[config.mk]
export PLATFORM = sky130hd
export DESIGN_NAME = tcco_top
export DESIGN_NICKNAME = d
export VERILOG_FILES = /design/src/tcco_sync.v /design/src/tcco_top.v
export VERILOG_INCLUDE_DIRS = /design/src
export SDC_FILE = /design/constraint.sdc
export NUM_CORES = 1
export LEC_CHECK = 0
export BUFFER_PORTS_ARGS = -buffer_cell sky130_fd_sc_hd__buf_2
export CAP_MARGIN = 0
export CORE_MARGIN = 2
export CORE_UTILIZATION = 38
export DETAILED_ROUTE_END_ITERATION = 12
export PLACE_DENSITY = 0.75
export SLEW_MARGIN = 20
export SYNTH_ARGS = -nofsm -noshare
export SYNTH_HDL_FRONTEND = slang
export SYNTH_SLANG_ARGS = --single-unit
[constraint.sdc]
create_clock -name clk_sys_i -period 5.27 [get_ports clk_sys_i]
set_clock_uncertainty 0.15 [all_clocks]
set_input_delay 0.527 -clock clk_sys_i [delete_from_list [all_inputs] [get_ports clk_sys_i]]
set_output_delay 0.527 -clock clk_sys_i [all_outputs]
set_load 0.01 [all_outputs]
[src/tcco_defs.vh]
// Function
// Up to seven identical channels, each capturing the counter or timing intervals.
// Mode-select bit 1 gives capture mode, 0 gives compare mode.
// Input-select field picks first input, second input, ground or supply.
// Edge-select field picks rising, falling or both edges; one setting disables.
// A selected capture edge copies the counter into the value and sets the flag.
// The level of the selected input is readable at any time.
// Synchronize bit aligns each capture event to the next timer clock edge.
// Second capture before the first was read sets overrun; software clears it.
// Toggling the lower select bit between supply and ground captures every change.
// Software switches between the two signal inputs only while capture is off.
// Software reads a captured value after the flag and before the next capture.
// Counting to the channel value sets the flag and pulses the match signal.
// At each compare match the selected input level is latched as sampled input.
// Software stops the counter before loading a new compare value.
// Output lines change on the timer clock rising edge except in mode 0; here mode 0 is registered on the rising edge too.
// Mode 000 drives the output from the direct-level bit.
// Mode 001 sets at channel match and holds until timer reset.
// Modes 010 and 011 toggle or set at match, clear at period match.
// Mode 100 toggles at every match; mode 101 clears at match and holds.
// Modes 110 and 111 toggle or clear at match, set at period match.
// In up/down counting the unit reacts to matches in either direction.
// Software keeps one mode bit set while changing modes on the fly.
// Channel 0 match is the period match for all output units.
`ifndef TCCO_DEFS_VH
`define TCCO_DEFS_VH

// =====================================================================
// Sizes
// =====================================================================
`define TCCO_NUM_CH      7
`define TCCO_CNT_W       16
`define TCCO_SRC_W       2
`define TCCO_EDGE_W      2
`define TCCO_MODE_W      3
`define TCCO_SYNC_DEPTH  3

// =====================================================================
// Input source field codes
// =====================================================================
`define TCCO_SRC_FIRST   2'h0
`define TCCO_SRC_SECOND  2'h1
`define TCCO_SRC_GND     2'h2
`define TCCO_SRC_VCC     2'h3

// =====================================================================
// Edge select field codes
// =====================================================================
`define TCCO_EDGE_NONE   2'h0
`define TCCO_EDGE_RISE   2'h1
`define TCCO_EDGE_FALL   2'h2
`define TCCO_EDGE_BOTH   2'h3

// =====================================================================
// Waveform mode field codes
// =====================================================================
`define TCCO_WM_DIRECT   3'h0
`define TCCO_WM_SET      3'h1
`define TCCO_WM_TOG_RST  3'h2
`define TCCO_WM_SET_RST  3'h3
`define TCCO_WM_TOGGLE   3'h4
`define TCCO_WM_RESET    3'h5
`define TCCO_WM_TOG_SET  3'h6
`define TCCO_WM_RST_SET  3'h7

// =====================================================================
// Reset values
// =====================================================================
`define TCCO_RST_VALUE   16'h0000
`define TCCO_RST_BIT     1'h0

`endif

[src/tcco_sync.v]
`include "tcco_defs.vh"

module tcco_sync #(
   parameter W = 1
) (
   input  wire         clk_sys_i,
   input  wire         rst_b_i,
   input  wire [W-1:0] async_i,
   output wire [W-1:0] level_o
);

// =====================================================================
// Three-stage synchroniser with agreement filter
// =====================================================================
   reg [W-1:0] s1_r;
   reg [W-1:0] s2_r;
   reg [W-1:0] s3_r;
   reg [W-1:0] level_r;

   // The first stage feeds only the second stage.
   always @(posedge clk_sys_i) begin
      if (!rst_b_i) begin
         s1_r    <= {W{1'b0}};
         s2_r    <= {W{1'b0}};
         s3_r    <= {W{1'b0}};
         level_r <= {W{1'b0}};
      end else begin
         s1_r    <= async_i;
         s2_r    <= s1_r;
         s3_r    <= s2_r;
         level_r <= (s2_r & ~(s2_r ^ s3_r)) | (level_r & (s2_r ^ s3_r));
      end
   end

   assign level_o = level_r;

endmodule // tcco_sync

[src/tcco_top.v]
`include "tcco_defs.vh"

module tcco_top #(
   parameter NCH = `TCCO_NUM_CH,
   parameter CW  = `TCCO_CNT_W
) (
   input  wire                           clk_sys_i,
   input  wire                           rst_b_i,
   input  wire [CW-1:0]                  counter_i,
   input  wire                           timer_clr_i,
   input  wire [NCH-1:0]                 measure_select_i,
   input  wire [`TCCO_SRC_W*NCH-1:0]     input_source_i,
   input  wire [`TCCO_EDGE_W*NCH-1:0]    edge_select_i,
   input  wire [NCH-1:0]                 sync_enable_i,
   input  wire [NCH-1:0]                 first_input_i,
   input  wire [NCH-1:0]                 second_input_i,
   input  wire [NCH-1:0]                 value_wr_i,
   input  wire [CW*NCH-1:0]              value_wdata_i,
   input  wire [NCH-1:0]                 value_rd_i,
   input  wire [NCH-1:0]                 flag_set_i,
   input  wire [NCH-1:0]                 flag_clr_i,
   input  wire [NCH-1:0]                 overrun_clr_i,
   input  wire [`TCCO_MODE_W*NCH-1:0]    waveform_mode_i,
   input  wire [NCH-1:0]                 direct_level_i,
   output wire [CW*NCH-1:0]              channel_value_o,
   output wire [NCH-1:0]                 channel_flag_o,
   output wire [NCH-1:0]                 capture_overrun_o,
   output wire [NCH-1:0]                 input_level_o,
   output wire [NCH-1:0]                 sampled_input_o,
   output wire [NCH-1:0]                 match_pulse_o,
   output wire [NCH-1:0]                 waveform_line_o
);

// =====================================================================
// Helper functions
// =====================================================================
   // Picks the capture source level from the input source field.
   function src_level;
      input [`TCCO_SRC_W-1:0] sel;
      input                   first;
      input                   second;
      begin
         case (sel)
            `TCCO_SRC_FIRST  : src_level = first;
            `TCCO_SRC_SECOND : src_level = second;
            `TCCO_SRC_GND    : src_level = 1'b0;
            `TCCO_SRC_VCC    : src_level = 1'b1;
            default          : src_level = 1'b0;
         endcase
      end
   endfunction

   // Decides whether a level change is a capture edge.
   function edge_hit;
      input [`TCCO_EDGE_W-1:0] es;
      input                    now;
      input                    was;
      begin
         case (es)
            `TCCO_EDGE_NONE : edge_hit = 1'b0;
            `TCCO_EDGE_RISE : edge_hit = now & ~was;
            `TCCO_EDGE_FALL : edge_hit = ~now & was;
            `TCCO_EDGE_BOTH : edge_hit = now ^ was;
            default         : edge_hit = 1'b0;
         endcase
      end
   endfunction

   // Next waveform line level; the channel match wins over the period
   // match when both come in the same cycle.
   function wave_next;
      input [`TCCO_MODE_W-1:0] md;
      input                    cur;
      input                    eqn;
      input                    eq0;
      input                    direct;
      input                    clr;
      begin
         case (md)
            `TCCO_WM_DIRECT  : wave_next = direct;
            `TCCO_WM_SET     : wave_next = eqn ? 1'b1 : (clr ? 1'b0 : cur);
            `TCCO_WM_TOG_RST : wave_next = eqn ? ~cur : (eq0 ? 1'b0 : cur);
            `TCCO_WM_SET_RST : wave_next = eqn ? 1'b1 : (eq0 ? 1'b0 : cur);
            `TCCO_WM_TOGGLE  : wave_next = eqn ? ~cur : cur;
            `TCCO_WM_RESET   : wave_next = eqn ? 1'b0 : cur;
            `TCCO_WM_TOG_SET : wave_next = eqn ? ~cur : (eq0 ? 1'b1 : cur);
            `TCCO_WM_RST_SET : wave_next = eqn ? 1'b0 : (eq0 ? 1'b1 : cur);
            default          : wave_next = cur;
         endcase
      end
   endfunction

// =====================================================================
// Pin synchronisers and counter history
// =====================================================================
   wire [NCH-1:0] first_sync;
   wire [NCH-1:0] second_sync;
   wire [NCH-1:0] eq_now;
   reg  [CW-1:0]  cnt_prev_r;

   tcco_sync #(
      .W (2*NCH)
   ) u_sync (
      .clk_sys_i (clk_sys_i),
      .rst_b_i   (rst_b_i),
      .async_i   ({second_input_i, first_input_i}),
      .level_o   ({second_sync, first_sync})
   );

   // A match needs the counter to arrive at the value, not to sit on it.
   always @(posedge clk_sys_i) begin
      if (!rst_b_i) begin
         cnt_prev_r <= `TCCO_RST_VALUE;
      end else begin
         cnt_prev_r <= counter_i;
      end
   end

// =====================================================================
// Channels
// =====================================================================
   // One identical slice per channel.
   genvar n;
   generate
      for (n = 0; n < NCH; n = n + 1) begin : g_ch
         wire [`TCCO_SRC_W-1:0]  src_sel;
         wire [`TCCO_EDGE_W-1:0] edge_sel;
         wire [`TCCO_MODE_W-1:0] wmode;
         wire [CW-1:0]           wdata;
         wire                    sel_lvl;
         wire                    raw_evt;
         wire                    cap_evt;
         wire                    is_cap;
         reg  [CW-1:0]           value_r;
         reg  [CW-1:0]           value_nxt;
         reg                     prev_lvl_r;
         reg                     evt_dly_r;
         reg                     lvl_r;
         reg                     flag_r;
         reg                     flag_nxt;
         reg                     unread_r;
         reg                     unread_nxt;
         reg                     ovr_r;
         reg                     ovr_nxt;
         reg                     sampled_input_bit_r;
         reg                     match_r;
         reg                     wave_r;

         assign src_sel  = input_source_i[`TCCO_SRC_W*n +: `TCCO_SRC_W];
         assign edge_sel = edge_select_i[`TCCO_EDGE_W*n +: `TCCO_EDGE_W];
         assign wmode    = waveform_mode_i[`TCCO_MODE_W*n +: `TCCO_MODE_W];
         assign wdata    = value_wdata_i[CW*n +: CW];
         assign is_cap   = measure_select_i[n];

         // Ground and supply bypass the synchroniser, so a software
         // toggle of the lower select bit is seen in the next cycle.
         assign sel_lvl = src_level(src_sel, first_sync[n],
                                    second_sync[n]);
         assign raw_evt = is_cap
                        & edge_hit(edge_sel, sel_lvl, prev_lvl_r);
         assign cap_evt = sync_enable_i[n] ? evt_dly_r
                                            : raw_evt;

         assign eq_now[n] = ~is_cap & (counter_i == value_r)
                          & (counter_i != cnt_prev_r);

         always @* begin
            value_nxt  = value_r;
            flag_nxt   = flag_r;
            unread_nxt = unread_r;
            ovr_nxt    = ovr_r;
            if (value_wr_i[n]) begin
               value_nxt = wdata;
            end
            if (value_rd_i[n]) begin
               unread_nxt = 1'b0;
            end
            if (flag_clr_i[n]) begin
               flag_nxt = 1'b0;
            end
            if (flag_set_i[n]) begin
               flag_nxt = 1'b1;
            end
            if (overrun_clr_i[n]) begin
               ovr_nxt = 1'b0;
            end
            if (cap_evt) begin
               value_nxt  = counter_i;
               flag_nxt   = 1'b1;
               unread_nxt = 1'b1;
               if (unread_r && !value_rd_i[n]) begin
                  ovr_nxt = 1'b1;
               end
            end
            if (eq_now[n]) begin
               flag_nxt = 1'b1;
            end
         end

         always @(posedge clk_sys_i) begin
            if (!rst_b_i) begin
               value_r    <= `TCCO_RST_VALUE;
               prev_lvl_r <= `TCCO_RST_BIT;
               evt_dly_r  <= `TCCO_RST_BIT;
               lvl_r      <= `TCCO_RST_BIT;
               flag_r     <= `TCCO_RST_BIT;
               unread_r   <= `TCCO_RST_BIT;
               ovr_r      <= `TCCO_RST_BIT;
               sampled_input_bit_r     <= `TCCO_RST_BIT;
               match_r    <= `TCCO_RST_BIT;
               wave_r     <= `TCCO_RST_BIT;
            end else begin
               value_r    <= value_nxt;
               prev_lvl_r <= sel_lvl;
               evt_dly_r  <= raw_evt;
               lvl_r      <= sel_lvl;
               flag_r     <= flag_nxt;
               unread_r   <= unread_nxt;
               ovr_r      <= ovr_nxt;
               match_r    <= eq_now[n];
               if (eq_now[n]) begin
                  sampled_input_bit_r <= sel_lvl;
               end
               // Channel 0 match acts as period match everywhere.
               wave_r <= wave_next(wmode, wave_r, eq_now[n], eq_now[0],
                                   direct_level_i[n],
                                   timer_clr_i);
               // The mode decode above also carries these rules.

            end
         end

         assign channel_value_o[CW*n +: CW] = value_r;
         assign channel_flag_o[n]           = flag_r;
         assign capture_overrun_o[n]        = ovr_r;
         assign input_level_o[n]            = lvl_r;
         assign sampled_input_o[n]          = sampled_input_bit_r;
         assign match_pulse_o[n]            = match_r;
         assign waveform_line_o[n]          = wave_r;
      end
   endgenerate

endmodule // tcco_top

==> reports/summary.txt <==
Hold Violations, Final: 0
# port buffers: 403
Crit-path most repeated cell: o21ai_0
Worst IR Drop VDD: 0.1935 mV
Vias in the first global route: 9783
Drt initial violations: 515
Rows: 64
Initial Utilization: 0.3830
Vias per inst: 5.230
EDFF count, synth: 0
DRC: 0
CORE AREA: 0.03043 sq mm
CP Buf/Inv Count: 1
Cells after synthesis: 1280
Most frequent cells in the layout: buf_2 (403), dfxtp_1 (240), nor2_1 (153)
Worst-path clk slew: 0.06 ns
Clock sinks: 240
Post-cts sizing count: 0
Ys Warns: 0
Crit Path Class: flip-flop to flip-flop
Worst Path Max Fanout: 35
Yosys top cell area share: 0.4122
Largest net degree at the start of global routing: 107
Critical-path cell list: nand2b_1, o21ai_0, inv_1, ha_1, nor2b_1, o21ai_0, a21boi_0, mux2i_4, nor2_1, a211oi_1
Synth area leader: dfxtp_1
MaxCap Viol Count: 0
Top cells by area, synth: dfxtp_1 (41%), mux2i_1 (11%), a211oi_1 (7.2%)
Critical Path Max Stage Delay: 0.81 ns
GRT Overall Usage: 0.2257
Clock buffer depth: 3
Pwr Total: 4799 uW
Slowest cell on crit path: mux2i_4
Yosys cell types: 48
Worst path top cell family by delay: compound AO/OA/AOI/OAI gates
Final layout net count: 1849
Most common cell after layout, fill and taps aside: buf_2
Root buf cell: clkbuf_16
Num CTS Buffers: 27
IO Pins: 404
Synth Cell Area: 0.01165 sq mm
Synth Flop Type: dfxtp_1
Static Leak: 0.006679 uW
# Post-CTS Setup Buffers: 0
First-pass GRT wire length: 55.83 mm
Max Slew Vio Count: 0
Crit path DAT: 3.35 ns
Hold Buf Count CTS: 0
Share of cells above drive strength 1: 0.2951
Req. time, crit path: 5.56 ns
DRT Wirelength: 38.39 mm
Final setup vio count: 0
Worst slew pin tran: 1.037 ns
Status: completed
Die footprint: 0.03209 sq mm
Number of synthesized register bits: 240
Fin Setup TNS: 0 ns
Htree depth: 1
Post-synthesis sequential area ratio: 0.4122
Post-Syn Nets: 1544
Mapped Avg Cell Area: 9.105 sq um
Grt ovf: 0
Relative slew slack: 0.2938
Ys async rst share: 0
Total number of vias: 10480
Die W: 179.1 microns
Die H: 179.1 microns
Power Dens Cells: 327.6 mW/mm^2
Tcrit/Tclk final: 0.5803
Antenna Violating Nets Remaining: 0
Setup crit end kind: flip-flop
TritonRoute pass-1 iters: 5
RSZ-0062 raised after global routing: false
Final HPWL DP: 27.80 mm
Fmax: 327.0 MHz
Worst setup SP type: flip-flop
Synthesis-to-layout area growth: 25.69%
CTS tree: yes
Type of the worst min-delay path: input pin to flip-flop
Tmin final: 3.058 ns
GPL Wtd Cong: 0.8370
Initial antenna violation count: 1
Clk Latency, worst-skew pair: 0.55 ns
WL/cell: 19.16 microns
cell families (layout without fill, tap and decap cells):
kind of cell,count (synthesis),count (layout),synth area share
buffers and inverters,183,509,0.07579
adder cells (fa/ha/maj),14,14,0.01503
AND/OR/NAND/NOR,358,358,0.1570
multiplexers,129,129,0.1109
XOR/XNOR,122,122,0.09168
AO/OA/AOI/OAI,234,234,0.1374
other,0,2,0
flip-flops,240,240,0.4122
where the power goes:
| group | switching (uW) | leakage, uW | internal (uW) |
|---|---|---|---|
| clock network | 804 | 0.000467 | 1300 |
| registers | 95.6 | 0.00197 | 1920 |
| logic | 376 | 0.00424 | 306 |
final timing paths:
check | start | to | slack (ns) | depth (start not counted)
setup / recovery | flip-flop | g_ch[6].value_r[12] | 2.21 | 10
hold / removal | first_input_i[3] | u_sync.s1_r[3] | 0.05 | 2
setup reg to reg | flip-flop | g_ch[6].value_r[12] | 2.21 | 10
hold reg to reg | u_sync.s1_r[3] | u_sync.s2_r[3] | 0.28 | 1
metrics by stage:
stage / instances / utilization / instance area (sq um) / hold slack, ns / setup slack [ns]
4_1_cts: 2000 / 0.4794 / 14590 / 0.02475 / 2.215
5_1_grt: 2003 / 0.4813 / 14650 / 0.02711 / 1.971
3_5_place_dp: 1950 / 0.4467 / 13590 / 0.2692 / 1.811
3_3_place_gp: 1950 / 0.4467 / 13590 / 0.2646 / 1.916
2_1_floorplan: 1280 / - / 11650 / 0.2619 / 2.605
6_report: 2004 / 0.4814 / 14650 / 0.04625 / 2.212
per-layer routing:
layer / share of wire / global-route usage / up-vias / routed length (microns)
li1: - / - / 4985 / -
met1: 0.41 / 0.2847 / 4937 / 15920
met2: 0.48 / 0.3909 / 469 / 18480
met3: 0.072 / 0.03265 / 89 / 2765
met4: 0.032 / 0.08132 / 0 / 1232
met5: 0 / 0 / - / 0
state kept, by name, indices dropped and copies added, names as in the netlist, named ones only:
| register | flops |
|---|---|
| g_ch.value_r | 112 |
| cnt_prev_r | 16 |
| u_sync.s1_r | 14 |
| u_sync.s2_r | 14 |
| u_sync.s3_r | 14 |
| g_ch.evt_dly_r | 7 |
| g_ch.flag_r | 7 |
| g_ch.lvl_r | 7 |
| g_ch.match_r | 7 |
| g_ch.ovr_r | 7 |
| g_ch.sampled_input_bit_r | 7 |
| g_ch.unread_r | 7 |
| g_ch.wave_r | 7 |
worst reg2reg max path, stage by stage, from the launching register on:
cell and delay [ns]:
dfxtp_1 0.33, nand2b_1 0.05, o21ai_0 0.41, inv_1 0.12
ha_1 0.31, nor2b_1 0.04, o21ai_0 0.14, a21boi_0 0.17
mux2i_4 0.81, nor2_1 0.14, a211oi_1 0.29
layout make-up:
class / instances / area, sq um
fillers: 2881 / 15780
multi-input cells: 857 / 6037
flip-flops and latches: 240 / 4805
repair buffers: 413 / 2132
clock buffers: 30 / 696.9
well taps: 396 / 495.5
clock inverters: 20 / 300.3
inverters: 46 / 177.7
diodes: 2 / 5.005
synth_stat cells (all sizes together) (2+ instances only):
master / number
a2111o: 4
a211oi: 113
a21boi: 5
a21oi: 33
a222oi: 2
a31oi: 6
and2: 72
buf: 70
clkbuf: 67
dfxtp: 240
ha: 14
inv: 46
mux2i: 128
nand2: 25
nand2b: 19
nand3: 11
nand3b: 7
nand4: 14
nor2: 153
nor2b: 18
nor3: 10
nor4: 21
nor4b: 5
o2111a: 2
o2111ai: 2
o211ai: 5
o21ai: 38
o22ai: 13
o31ai: 4
xnor2: 52
xor2: 70
No activity file was read; power rests on OpenSTA's default activity.
